File: config.mk
export PLATFORM = sky130hd
export DESIGN_NAME = tgc_gate
export DESIGN_NICKNAME = d
export VERILOG_FILES = /design/src/logic/tgc_pkg.sv /design/src/logic/tgc_sync.sv /design/src/logic/tgc_ovf_timer.sv /design/src/logic/tgc_gate.sv
export SDC_FILE = /design/constraint.sdc
export NUM_CORES = 1
export LEC_CHECK = 0
export BUFFER_PORTS_ARGS = -buffer_cell sky130_fd_sc_hd__buf_4
export CAP_MARGIN = 20
export CORE_MARGIN = 4
export CORE_UTILIZATION = 30
export DETAILED_ROUTE_END_ITERATION = 10
export SYNTH_ARGS = -nofsm -noshare
export SYNTH_HDL_FRONTEND = slang
export SYNTH_SLANG_ARGS = --single-unit
File: constraint.sdc
create_clock -name pclk -period 2.4 [get_ports pclk]
set_input_delay 0.48 -clock pclk [delete_from_list [all_inputs] [get_ports pclk]]
set_output_delay 0.48 -clock pclk [all_outputs]
set_load 0.03 [all_outputs]
File: src/logic/tgc_pkg.sv
// Package for the counter gate control block: map, fields, types
package tgc_pkg;
    localparam logic [11:0] ADDR_GATE_CTRL = 12'h000;
    localparam logic [11:0] ADDR_COUNT_LOW = 12'h004;
    localparam logic [11:0] ADDR_COUNT_HIGH = 12'h008;
    localparam logic [11:0] ADDR_INT_FLAG = 12'h00C;
    localparam logic [11:0] ADDR_INT_MASK = 12'h010;
    localparam logic [11:0] ADDR_RUN_CTRL = 12'h014;

    localparam int GE_BIT = 7;
    localparam int POL_BIT = 6;
    localparam int TM_BIT = 5;
    localparam int SPM_BIT = 4;
    localparam int ARM_BIT = 3;
    localparam int VAL_BIT = 2;
    localparam int SS_LSB = 0;
    localparam int SS_W = 2;
    localparam int CNT_W = 16;
    localparam int BYTE_W = 8;
    localparam int SYNC_W = 3;

    localparam logic [7:0] GATE_CTRL_RESET = 8'h00;
    localparam logic [7:0] TIMER_MAX = 8'hFF;

    localparam logic [1:0] SRC_PIN = 2'h0;
    localparam logic [1:0] SRC_OVF = 2'h1;
    localparam logic [1:0] SRC_AUX0 = 2'h2;
    localparam logic [1:0] SRC_AUX1 = 2'h3;

    typedef struct packed {
        logic gate_enable_bit;
        logic gate_polarity_bit;
        logic gate_toggle_enable;
        logic gate_single_pulse_enable;
        logic [1:0] gate_source_select;
    } tgc_ctrl_s;

    typedef enum logic [2:0] {
        SP_IDLE = 3'b001,
        SP_WAIT = 3'b010,
        SP_OPEN = 3'b100
    } tgc_sp_e;
endpackage

File: src/logic/tgc_sync.sv
// Three-stage pin synchroniser with agreement of last two stages
`timescale 1ns/10ps
module tgc_sync (
    input wire logic pclk,
    input wire logic presetn,
    input wire logic async_in,
    output logic sync_out
);
    logic [2:0] stage_reg;
    logic out_reg;

    always_ff @(posedge pclk or negedge presetn) begin
        if (!presetn) begin
            stage_reg <= 3'h0;
            out_reg <= 1'b0;
        end else begin
            stage_reg <= {stage_reg[1:0], async_in};
            if (stage_reg[2] == stage_reg[1]) begin
                out_reg <= stage_reg[2];
            end
        end
    end

    assign sync_out = out_reg;
endmodule

File: src/logic/tgc_ovf_timer.sv
// Free 8-bit companion timer giving a one-cycle rollover pulse
`timescale 1ns/10ps
module tgc_ovf_timer (
    input wire logic pclk,
    input wire logic presetn,
    input wire logic tick,
    output logic [7:0] count,
    output logic ovf_pulse
);
    logic [7:0] count_reg;
    logic pulse_reg;

    always_ff @(posedge pclk or negedge presetn) begin
        if (!presetn) begin
            count_reg <= 8'h00;
            pulse_reg <= 1'b0;
        end else begin
            if (tick) begin
                count_reg <= count_reg + 8'h01;
            end
            pulse_reg <= tick && (count_reg == tgc_pkg::TIMER_MAX);
        end
    end

    assign count = count_reg;
    assign ovf_pulse = pulse_reg;
endmodule

File: src/logic/tgc_gate.sv
// Gate control for a 16-bit gated counter with APB registers
`timescale 1ns/10ps
module tgc_gate (
    input wire logic pclk,
    input wire logic presetn,
    input wire logic psel,
    input wire logic penable,
    input wire logic pwrite,
    input wire logic [11:0] paddr,
    input wire logic [31:0] pwdata,
    output logic [31:0] prdata,
    output logic pready,
    output logic pslverr,
    input wire logic gate_input_pin,
    input wire logic aux_gate_a,
    input wire logic aux_gate_b,
    output logic irq
);
    // Bus decode
    wire bus_acc = psel && penable;
    wire wr_en = bus_acc && pwrite;
    wire hit_ctrl = paddr == tgc_pkg::ADDR_GATE_CTRL;
    wire hit_low = paddr == tgc_pkg::ADDR_COUNT_LOW;
    wire hit_high = paddr == tgc_pkg::ADDR_COUNT_HIGH;
    wire hit_flag = paddr == tgc_pkg::ADDR_INT_FLAG;
    wire hit_mask = paddr == tgc_pkg::ADDR_INT_MASK;
    wire hit_run = paddr == tgc_pkg::ADDR_RUN_CTRL;
    wire hit_any = hit_ctrl || hit_low || hit_high || hit_flag
        || hit_mask || hit_run;

    tgc_pkg::tgc_ctrl_s ctrl_reg;
    logic arm_reg;
    logic tog_reg;
    logic val_reg;
    logic src_d_reg;
    logic flag_reg;
    logic mask_reg;
    logic run_reg;
    logic [15:0] cnt_reg;
    logic [31:0] prdata_reg;
    logic pready_reg;
    logic pslverr_reg;
    logic irq_reg;
    tgc_pkg::tgc_sp_e sp_reg;
    tgc_pkg::tgc_sp_e sp_next;

    // Pin sources cross in through three stage flops and an agreement output flop
    logic pin_s;
    logic aux_a_s;
    logic aux_b_s;
    logic ovf_pulse;
    logic [7:0] ovf_count;

    tgc_sync u_sync_pin (
        .pclk(pclk),
        .presetn(presetn),
        .async_in(gate_input_pin),
        .sync_out(pin_s)
    );
    tgc_sync u_sync_a (
        .pclk(pclk),
        .presetn(presetn),
        .async_in(aux_gate_a),
        .sync_out(aux_a_s)
    );
    tgc_sync u_sync_b (
        .pclk(pclk),
        .presetn(presetn),
        .async_in(aux_gate_b),
        .sync_out(aux_b_s)
    );
    tgc_ovf_timer u_ovf (
        .pclk(pclk),
        .presetn(presetn),
        .tick(1'b1),
        .count(ovf_count),
        .ovf_pulse(ovf_pulse)
    );

    // Source select, polarity, edge detect
    wire sel_src = (ctrl_reg.gate_source_select == tgc_pkg::SRC_PIN) ?
        pin_s :
        (ctrl_reg.gate_source_select == tgc_pkg::SRC_OVF) ? ovf_pulse :
        (ctrl_reg.gate_source_select == tgc_pkg::SRC_AUX0) ? aux_a_s :
        aux_b_s;
    wire pol_src = ctrl_reg.gate_polarity_bit ? sel_src : ~sel_src;
    wire src_rise = pol_src && !src_d_reg;
    logic tog_d_reg;
    // Toggle stage output
    wire tog_out = ctrl_reg.gate_toggle_enable ? tog_reg : pol_src;
    wire tog_rise = tog_out && !(ctrl_reg.gate_toggle_enable ?
        tog_d_reg : src_d_reg);
    // Open already in the catching cycle, else the first cycle is lost
    wire sp_catch = (sp_reg == tgc_pkg::SP_WAIT) && tog_rise && arm_reg;
    wire sp_out = ctrl_reg.gate_single_pulse_enable ?
        ((sp_reg == tgc_pkg::SP_OPEN) || sp_catch) && tog_out : tog_out;
    wire gate_val = sp_out;
    wire val_fall = val_reg && !gate_val;
    wire count_ok = run_reg && (!ctrl_reg.gate_enable_bit || gate_val);

    // Single-pulse sequencing
    always_comb begin
        sp_next = sp_reg;
        unique case (sp_reg)
            tgc_pkg::SP_IDLE: begin
                if (arm_reg && ctrl_reg.gate_single_pulse_enable) begin
                    sp_next = tgc_pkg::SP_WAIT;
                end
            end
            tgc_pkg::SP_WAIT: begin
                if (!arm_reg) begin
                    sp_next = tgc_pkg::SP_IDLE;
                end else if (tog_rise) begin
                    sp_next = tgc_pkg::SP_OPEN;
                end
            end
            tgc_pkg::SP_OPEN: begin
                if (!tog_out || !arm_reg) begin
                    sp_next = tgc_pkg::SP_IDLE;
                end
            end
        endcase
    end

    wire sp_done = (sp_reg == tgc_pkg::SP_OPEN) && !tog_out;
    wire wr_ctrl = wr_en && hit_ctrl;

    always_ff @(posedge pclk or negedge presetn) begin
        if (!presetn) begin
            ctrl_reg <= '0;
            arm_reg <= 1'b0;
            run_reg <= 1'b0;
            mask_reg <= 1'b0;
        end else begin
            if (wr_ctrl) begin
                ctrl_reg.gate_enable_bit <= pwdata[tgc_pkg::GE_BIT];
                ctrl_reg.gate_polarity_bit <= pwdata[tgc_pkg::POL_BIT];
                ctrl_reg.gate_toggle_enable <= pwdata[tgc_pkg::TM_BIT];
                ctrl_reg.gate_single_pulse_enable <= pwdata[tgc_pkg::SPM_BIT];
                ctrl_reg.gate_source_select <=
                    pwdata[tgc_pkg::SS_LSB +: tgc_pkg::SS_W];
            end
            // Hardware clear loses to a software set in the same cycle
            if (wr_ctrl) begin
                arm_reg <= pwdata[tgc_pkg::ARM_BIT];
            end else if (sp_done) begin
                arm_reg <= 1'b0;
            end
            if (wr_en && hit_run) begin
                run_reg <= pwdata[0];
            end
            if (wr_en && hit_mask) begin
                mask_reg <= pwdata[0];
            end
        end
    end

    always_ff @(posedge pclk or negedge presetn) begin
        if (!presetn) begin
            sp_reg <= tgc_pkg::SP_IDLE;
            tog_reg <= 1'b0;
            tog_d_reg <= 1'b0;
            src_d_reg <= 1'b0;
            val_reg <= 1'b0;
        end else begin
            sp_reg <= sp_next;
            src_d_reg <= pol_src;
            tog_d_reg <= tog_out;
            val_reg <= gate_val;
            if (!ctrl_reg.gate_toggle_enable) begin
                tog_reg <= 1'b0;
            end else if (src_rise) begin
                tog_reg <= !tog_reg;
            end
        end
    end

    // Flag: set wins over a write-one clear
    wire flag_clr = wr_en && hit_flag && pwdata[0];
    always_ff @(posedge pclk or negedge presetn) begin
        if (!presetn) begin
            flag_reg <= 1'b0;
            irq_reg <= 1'b0;
        end else begin
            if (val_fall) begin
                flag_reg <= 1'b1;
            end else if (flag_clr) begin
                flag_reg <= 1'b0;
            end
            irq_reg <= (flag_reg || val_fall) && mask_reg;
        end
    end

    // Counter with byte writes
    always_ff @(posedge pclk or negedge presetn) begin
        if (!presetn) begin
            cnt_reg <= 16'h0000;
        end else if (wr_en && hit_low) begin
            cnt_reg[7:0] <= pwdata[7:0];
        end else if (wr_en && hit_high) begin
            cnt_reg[15:8] <= pwdata[7:0];
        end else if (count_ok) begin
            cnt_reg <= cnt_reg + 16'h0001;
        end
    end

    wire [7:0] ctrl_rd = {ctrl_reg.gate_enable_bit,
        ctrl_reg.gate_polarity_bit, ctrl_reg.gate_toggle_enable,
        ctrl_reg.gate_single_pulse_enable, arm_reg, val_reg,
        ctrl_reg.gate_source_select};
    wire [31:0] rd_mux = hit_ctrl ? {24'h000000, ctrl_rd} :
        hit_low ? {24'h000000, cnt_reg[7:0]} :
        hit_high ? {24'h000000, cnt_reg[15:8]} :
        hit_flag ? {31'h00000000, flag_reg} :
        hit_mask ? {31'h00000000, mask_reg} :
        hit_run ? {31'h00000000, run_reg} : 32'h00000000;

    // Zero-wait answer; pready registered high during access
    always_ff @(posedge pclk or negedge presetn) begin
        if (!presetn) begin
            prdata_reg <= 32'h00000000;
            pready_reg <= 1'b0;
            pslverr_reg <= 1'b0;
        end else begin
            pready_reg <= psel && !penable;
            pslverr_reg <= psel && !penable && !hit_any;
            if (psel && !penable && !pwrite) begin
                prdata_reg <= rd_mux;
            end
        end
    end

    assign prdata = prdata_reg;
    assign pready = pready_reg;
    assign pslverr = pslverr_reg;
    assign irq = irq_reg;
endmodule

After elaboration in Yosys (flattened, before gate mapping)

Index checks and enable logic that the tools add are counted.

Register bits after elaboration: 89
Input port bits: 52
Output and inout bits: 35
Word-level logic and storage cells: 129

$add $sub $neg: 2
Equality and inequality tests: 19
Muxes and demuxes: 28
Bitwise logic cells: 2
Reduce and logical (&&, ||, !) cells: 50

Operator list:

| kind                                                   | number |
|---|---|
| 2-to-1 mux 8 bit                                       | 6 |
| == test 12 x 4 -> 1 bit (second input constant)        | 2 |
| == test 12 x 5 -> 1 bit (second input constant)        | 2 |
| logical AND 1 bit                                      | 22 |
| adder 16 x 1 -> 16 bit (second input constant)         | 1 |
| 2-to-1 mux 1 bit                                       | 16 |
| 2-to-1 mux 16 bit                                      | 1 |
| == test 12 x 3 -> 1 bit (second input constant)        | 1 |
| zero test 12 bit                                       | 1 |
| 2-to-1 mux 3 bit                                       | 4 |
| zero test 1 bit                                        | 10 |
| logical OR 1 bit                                       | 9 |
| one-hot mux 3 bit (3 select lines)                     | 1 |
| adder 8 x 1 -> 8 bit (second input constant)           | 1 |
| == test 8 bit (second input constant)                  | 1 |
| nonzero test 2 bit                                     | 4 |
| inequality test 2 x 1 -> 1 bit (second input constant) | 2 |
| inequality test 2 bit (second input constant)          | 2 |
| AND reduction 2 bit                                    | 2 |
| == test 1 bit                                          | 3 |
| == test 3 x 1 -> 1 bit (second input constant)         | 1 |
| == test 3 x 2 -> 1 bit (second input constant)         | 1 |
| == test 3 bit (second input constant)                  | 1 |
| inequality test 3 bit (second input constant)          | 1 |
| 5 further kinds                                        | 6 |

Longest topological paths before layout

Gate-level depths: netlist (run 1).

Depth in word-level cells: 18
Depth in mapped cells: 10
Mapped depth without buffers: 7

Cells and area by module

A second synthesis (run 1) with hierarchy kept.

Cells, all modules: 337
Area total of the unflattened synthesis: 3410.8 um^2

By module, submodules not included:

| module        | instances | cells an instance | area an instance (um^2) | sequential area each (um^2) |
|---|---|---|---|---|
| tgc_gate      | 1         | 291               | 2692.6                  | 1102.3 |
| tgc_ovf_timer | 1         | 31                | 384.1                   | 225.2 |
| tgc_sync      | 3         | 5                 | 111.4                   | 100.1 |

Least setup slack after synthesis (run 1)

Ideal clock, no wire load.

Path kind: register to register
Start point: register ctrl_reg, in the netlist ctrl_rd[0]
End point: register cnt_reg[1]
Library setup time: 125 ps
Arrival time: 2293 ps
Required time: 2275 ps
Path slack: -18 ps
Stages on the path, launching flop included: 8
Buffers on the path: 1
Cells stage by stage: dfrtp_1 mux4_2 xor2_1 o211a_1 buf_6 nor3_1 mux2_2 mux2_2

Cells in the longest elaborated chain, start to end: 17
Elaborated cells between the ends (all ways): 19
Classes of those cells: 2 x eq/ne; 6 x mux; 1 x bitwise; 10 x reduce/logical

Ends and longest elaborated chain:

| element                         | line            | RTL |
|---|---|---|
| start: declaration              | tgc_gate.sv:31  | `tgc_pkg::tgc_ctrl_s ctrl_reg;` |
| == test 2 bit                   | tgc_gate.sv:84  | `(ctrl_reg.gate_source_select == tgc_pkg::SRC_AUX0) ? aux_a_s :` |
| 2-to-1 mux 1 bit                | tgc_gate.sv:84  |  |
| 2-to-1 mux 1 bit                | tgc_gate.sv:83  | `(ctrl_reg.gate_source_select == tgc_pkg::SRC_OVF) ? ovf_pulse :` |
| 2-to-1 mux 1 bit *              | tgc_gate.sv:81  | `wire sel_src = (ctrl_reg.gate_source_select == tgc_pkg::SRC_PIN) ?` |
| NOT 1 bit                       | tgc_gate.sv:86  | `wire pol_src = ctrl_reg.gate_polarity_bit ? sel_src : ~sel_src;` |
| 2-to-1 mux 1 bit *              | tgc_gate.sv:86  |  |
| 2-to-1 mux 1 bit *              | tgc_gate.sv:90  | `wire tog_out = ctrl_reg.gate_toggle_enable ? tog_reg : pol_src;` |
| logical AND 1 bit               | tgc_gate.sv:91  | `wire tog_rise = tog_out && !(ctrl_reg.gate_toggle_enable ?` |
| logical AND 1 bit (2 in a row)  | tgc_gate.sv:94  | `wire sp_catch = (sp_reg == tgc_pkg::SP_WAIT) && tog_rise && arm_reg;` |
| logical OR 1 bit                | tgc_gate.sv:96  | `((sp_reg == tgc_pkg::SP_OPEN) \|\| sp_catch) && tog_out : tog_out;` |
| logical AND 1 bit               | tgc_gate.sv:96  |  |
| 2-to-1 mux 1 bit *              | tgc_gate.sv:95  | `wire sp_out = ctrl_reg.gate_single_pulse_enable ?` |
| logical OR 1 bit *              | tgc_gate.sv:99  | `wire count_ok = run_reg && (!ctrl_reg.gate_enable_bit \|\| gate_val);` |
| logical AND 1 bit *             | tgc_gate.sv:99  |  |
| nonzero test 2 bit (no line) *  | --              |  |
| AND reduction 2 bit (no line) * | --              |  |
| end signal: assignment          | tgc_gate.sv:199 | `cnt_reg[7:0] <= pwdata[7:0];` |
| end signal: assignment          | tgc_gate.sv:203 | `cnt_reg <= cnt_reg + 16'h0001;` |
| end: declaration                | tgc_gate.sv:39  | `logic [15:0] cnt_reg;` |

Every way passes the cells marked *; elsewhere a longest branch is shown, timed or not.
A chain may end at the register's enable or synchronous reset.

Worst setup path after layout (run 1)

Start point: register ctrl_reg, in the netlist ctrl_rd[0]
End point: register cnt_reg[8]

Same word-level chain as after synthesis.

==> results of run 1 <==
## power by group
group          leakage (nW)  switching, mW  internal [mW]
clock network         0.135          0.452          0.722
logic                 0.844          0.226          0.150
registers             0.784         0.0674           1.17
total                  1.76          0.746           2.05
## routing by layer
layer,GRT usage (%),vias up
li1,-,1194
met1,16.23,1207
met2,16.71,62
met3,2.748,6
met4,4.196,0
met5,0,-
## stage by stage
| stage | worst slack, ns | area (um2) | setup TNS [ns] | utilization [%] | instances |
|---|---|---|---|---|---|
| floorplan | 0.05887 | 3482 | 0 | - | 333 |
| global placement | -0.03274 | 3879 | -0.03274 | 35.47 | 497 |
| detailed placement | -0.04270 | 3879 | -0.04270 | 35.47 | 497 |
| CTS | 0.003517 | 4153 | 0 | 37.97 | 513 |
| global route | 0.003797 | 4214 | 0 | 38.54 | 513 |
| finish | 0.06074 | 4214 | 0 | 38.54 | 513 |
## worst register-to-register path, stage by stage, from the launching register on
cell,delay (ns)
dfrtp_1,0.40
mux4_2,0.52
xor2_1,0.17
o211a_2,0.34
buf_6,0.16
buf_12,0.13
nor4b_4,0.27
xnor2_1,0.14
a21oi_1,0.08
## placed cells by master (no fill, tap or decap), types with 4 or more instances in the layout
master     instances
mux2_2            11
nor4_4             6
or3_1              4
xor2_1             4
o21ai_0           12
xnor2_1           15
buf_4             58
clkbuf_16          9
o21ai_1            4
nand2_1           30
a222oi_1           6
nor4_2             5
dfrtp_1           64
nand2b_1           5
inv_1              5
conb_1            24
a21oi_1           13
nor3_1             5
nor2_1            15
and3_1             7
nand3_1            9
mux2i_1            4
## final cells by class
type,instances,area (um2)
Sequential cell,65,1628
Inverter,5,18.77
Multi-Input combinational cell,226,1632
Fill cell,1070,6721
Tap cell,140,175.2
Clock buffer,11,242.7
Timing Repair Buffer,61,486.7
Clock inverter,5,31.28
## worst paths after layout
path,from,slack [ns],to
worst max-delay path,ctrl_rd[0],0.06,cnt_reg[8]
worst min-delay path,presetn,0.23,pslverr
worst max register to register,ctrl_rd[0],0.06,cnt_reg[8]
worst min register to register,u_sync_a.stage_reg[0],0.35,u_sync_a.stage_reg[1]
max in group asynchronous,presetn,1.61,run_reg
min in group pclk,gate_input_pin,0.26,u_sync_pin.stage_reg[0]
## synth_stat cells, types with 5 or more instances
library cell  count
dfrtp_1          64
nand2_1          30
buf_4            24
nor2_1           15
xnor2_1          15
a21oi_1          13
o21ai_0          12
mux2_2           11
nand3_1           9
and3_1            7
buf_2             7
a222oi_1          6
nor3_1            6
inv_1             5
nand2b_1          5
nor4_2            5
nor4_4            5
## timing repair
| action | 4_1_cts | 5_1_grt |
|---|---|---|
| resized for setup | 0 | 10 |
| hold buffers | 0 | 0 |
| hold endpoints to repair | 0 | 0 |
| endpoints found under the setup margin | 0 | 8 |
| setup buffers | 0 | 0 |
## logic make-up after synthesis
family,after synthesis,synth area share (%)
multiplexers,16,5.498
flip-flops,65,48.01
adder cells (fa/ha/maj),5,1.624
AO/OA/AOI/OAI,57,11.33
XOR/XNOR,19,4.908
other,1,0.1106
buffers and inverters,42,8.265
AND/OR/NAND/NOR,105,20.26
==> metrics.txt, run 1 <==
status finished, final reports clean; IO Port Bufs 38; Placer Congestion 0.8135; Setup Skew 0.006037 ns; area grow syn2layout 24.28%; Buf+Inv Stages, Crit Path 2; Slew headroom 45.91%; # H-tree levels 3; crit path time final 2.339 ns; TritonRoute pass-1 iters 5; CTS clock-pin slew for the worst setup and hold paths 0.05 ns; Detail Placement HPWL 5426 um; met2 wire len 3503 um; crit-path cells mux4_2, xor2_1, o211a_2, buf_6, buf_12, nor4b_4, xnor2_1, a21oi_1; slowest stage delay, CP 0.52 ns; total wire length 7306 um; layout cells sized above 1 29.22%; register area share after synthesis 48.01%; YS warnings 0; Rows 38; Synth Register Bits 65; crit-path max FO 5; Initial DRC Count 177; fin crit share 97.47%; CP Depth 8; number of global-route vias before repair 2316; Largest register FFs 16; Lkg Pwr 1.764 nW; Mean Syn Cell Area 10.94 um2; Worst Max-Slew Pin Slew 0.8113 ns; CP startpoint kind flip-flop; R2R depth 8; clk_lat worst skew 0.33 ns; synth top area cells dfrtp_1, buf_4, xnor2_1; largest net degree at the start of global routing 66; Max Used Layer met4; total power 2.792 mW; CTS tree done; clk buf depth 2; DR vias/cell 4.813; M1 WL 3315 um; Post-synth top flop dfrtp_1; Synth top area share 47.23%; RSZ-0062 raised after global routing false; Worst EP arrival 2.55 ns; starting density of the core 31.01%; post-synthesis async set-or-reset flop share 100.0%; total track usage 11.37%; num ports 87; final hold vios 0; Die ar. 0.01307 mm2; Worst Path Required 2.61 ns; wire length of the first global-routing pass 11700 um; # setup viols final 0; library cells used by synthesis 59; Max-cap violations 0; met3 WL 430 um; Hold WC Path Type in -> async; GRT Residual Overflow 0; Post-synth EDFFs 0; routed vias 2469; PD cells 662.5 mW/mm2; cell with the largest stage delay on the worst path mux4_2; Routed Antenna Nets 0; nets 422; die width 114.3 um; initial antenna violation count 0; Crit path max-delay family multiplexers; Clock Root Buffer clkbuf_16; diodes inserted 0; DR WL/cell 14.24 um; Hold WS 0.2343 ns; # DRC 0; Die H 114.3 um; CTS sink cnt 65; Num CTS Buffers 9; CP Capture Type flip-flop; cell taking the most area after synthesis dfrtp_1; Max Clock Freq 427.5 MHz; Post-Syn Area 0.003391 mm2; critical setup path kind reg -> reg; synthesized instance count 310; Max IR drop VDD 0.2762 mV; fin. max-slew vios 0; core area 0.01094 mm2
Power figures use the tool's default switching activity.
==> inputs of run 2 (changes only) <==
--- a/config.mk
+++ b/config.mk
@@ -8,7 +8,7 @@
 export BUFFER_PORTS_ARGS = -buffer_cell sky130_fd_sc_hd__buf_4
 export CAP_MARGIN = 20
 export CORE_MARGIN = 4
-export CORE_UTILIZATION = 30
+export CORE_UTILIZATION = 35
 export DETAILED_ROUTE_END_ITERATION = 10
 export SYNTH_ARGS = -nofsm -noshare
 export SYNTH_HDL_FRONTEND = slang
==> metrics.txt, run 2 (same netlist as run 1, synthesis figures left out) <==
Reg2Reg Setup Slack 0.10 ns (was 0.06 ns); CP Capture Type flip-flop (unchanged); Setup Skew 0.01168 ns (was 0.006037 ns); R2R Path Start ctrl_rd[0] (unchanged); CP startpoint kind flip-flop (unchanged); Max Clock Freq 435.3 MHz (was 427.5 MHz); DR vias/cell 4.881 (was 4.813); # DRC 0 (unchanged); Worst EP arrival 2.52 ns (was 2.55 ns); most common cell after layout, fill and taps aside dfrtp_1 (unchanged); CTS tree done (unchanged); crit-path max FO 6 (was 5); initial antenna violation count 0 (unchanged); Reg2Reg Capture Point cnt_reg[1] (was cnt_reg[8]); IO Port Bufs 38 (unchanged); die width 106.4 um (was 114.3 um); total track usage 13.29% (was 11.37%); # H-tree levels 3 (unchanged); Initial DRC Count 138 (was 177); Max IR drop VDD 0.3863 mV (was 0.2762 mV); Max-cap violations 0 (unchanged); Rows 35 (was 38); Worst Max-Slew Pin Slew 0.8065 ns (was 0.8113 ns); Die H 106.4 um (was 114.3 um); RSZ-0062 raised after global routing true (was false); Worst Path Required 2.63 ns (was 2.61 ns); largest net degree at the start of global routing 66 (unchanged); Largest register FFs 16 (unchanged); final hold vios 0 (unchanged); critical setup path kind reg -> reg (unchanged); commonest cells after routing, fill and taps aside dfrtp_1, buf_4, nand2_1 (unchanged); area grow syn2layout 20.37% (was 24.28%); Lkg Pwr 1.731 nW (was 1.764 nW); diodes inserted 0 (unchanged); core area 0.009328 mm2 (was 0.01094 mm2); fin. max-slew vios 0 (unchanged); placed cell area 0.003847 mm2 (was 0.003879 mm2); Detail Placement HPWL 5256 um (was 5426 um); R2R depth 6 (was 8); PD cells 615.2 mW/mm2 (was 662.5 mW/mm2); starting density of the core 36.35% (was 31.01%); Hold WC Path Type in -> async (unchanged); DR WL/cell 14.06 um (was 14.24 um); CTS clock-pin slew for the worst setup and hold paths 0.06 ns (was 0.05 ns); fin crit share 95.71% (was 97.47%); clk_lat worst skew 0.34 ns (was 0.33 ns); CTS sink cnt 65 (unchanged); number of global-route vias before repair 2292 (was 2316); Clock Root Buffer clkbuf_8 (was clkbuf_16); total power 2.511 mW (was 2.792 mW); Placer Congestion 0.8432 (was 0.8135); wire length of the first global-routing pass 11730 um (was 11700 um); status finished, final reports clean (unchanged); num ports 87 (unchanged); clk buf depth 2 (unchanged); Routed Antenna Nets 0 (unchanged); Num CTS Buffers 9 (unchanged); fin area 0.004081 mm2 (was 0.004214 mm2); GRT Residual Overflow 0 (unchanged); Die ar. 0.01133 mm2 (was 0.01307 mm2); Slew headroom 46.23% (was 45.91%); routed vias 2455 (was 2469); # setup viols final 0 (unchanged); post-CTS setup buffers 0 (unchanged); layout cells sized above 1 28.88% (was 29.22%); TritonRoute pass-1 iters 6 (was 5); total wire length 7071 um (was 7306 um); crit path time final 2.297 ns (was 2.339 ns); nets 423 (was 422)
[run 2: changes by cell type in the layout (fill, tap and decap cells not counted), moves of 2 or more]
cell / change
clkbuf_8: +9
buf_4: +4
clkbuf_16: -9
buf_12: -2
[run 2: final cells by class]
cell class | count | area, um2
Timing Repair Buffer | 62 | 465.4
Multi-Input combinational cell | 226 | 1618
Clock buffer | 12 | 145.1
Clock inverter | 4 | 45.04
Fill cell | 897 | 5246
Tap cell | 129 | 161.4
Inverter | 5 | 18.77
Sequential cell | 65 | 1628
[run 2: timing repair]
item | 4_1_cts | 5_1_grt
hold buffers | 0 | 0
pin swaps | 1 | 0
resized for setup | 1 | 6
endpoints found under the setup margin | 2 | 7
[run 2: worst max-delay path, cell delays in order (launching register included)]
cell     delay (ns)
dfrtp_1        0.37
mux4_2         0.54
xor2_1         0.19
o211a_4        0.28
nor3_2         0.19
mux2_2         0.36
mux2_2         0.25
[run 2: how the worst max path moves through the flow]
stage / startpoint / end / slack [ns] / cells past startpoint
CTS: ctrl_rd[0] / cnt_reg[5] / 0.02 / 7
global route: sp_reg[1] / cnt_reg[1] / -0.01 / 6
floorplan: ctrl_rd[0] / cnt_reg[1] / 0.06 / 7
finish: ctrl_rd[0] / cnt_reg[1] / 0.10 / 6
detailed placement: paddr[7] / cnt_reg[15] / -0.09 / 8
global placement: ctrl_rd[0] / cnt_reg[2] / -0.04 / 7
[run 2: where the power goes]
part	total, mW	internal, mW	switching (mW)	leakage [nW]
Combinational	0.374	0.149	0.224	0.847
Clock	0.901	0.503	0.398	0.100
Sequential	1.24	1.17	0.0638	0.784
Total	2.51	1.82	0.686	1.73
[run 2: through the flow]
step / setup TNS [ns] / hold slack [ns] / utilization [%] / instances / worst slack [ns]
floorplan: 0 / 0.1844 / - / 333 / 0.05887
global placement: -0.03748 / 0.3334 / 41.25 / 487 / -0.03639
detailed placement: -0.1993 / 0.3364 / 41.25 / 487 / -0.08524
CTS: 0 / 0.2222 / 43.35 / 503 / 0.02116
global route: -0.01013 / 0.2137 / 43.76 / 503 / -0.01013
finish: 0 / 0.2343 / 43.76 / 503 / 0.1029
[run 2: routing by layer]
| metal | vias up | part of all wire [%] | global-route usage (%) |
|---|---|---|---|
| met5 | - | 0 | 0 |
| met4 | 0 | 1.6 | 4.384 |
| met3 | 11 | 6.2 | 4.007 |
| met2 | 67 | 47 | 20.50 |
| met1 | 1191 | 45 | 17.87 |
| li1 | 1186 | - | - |
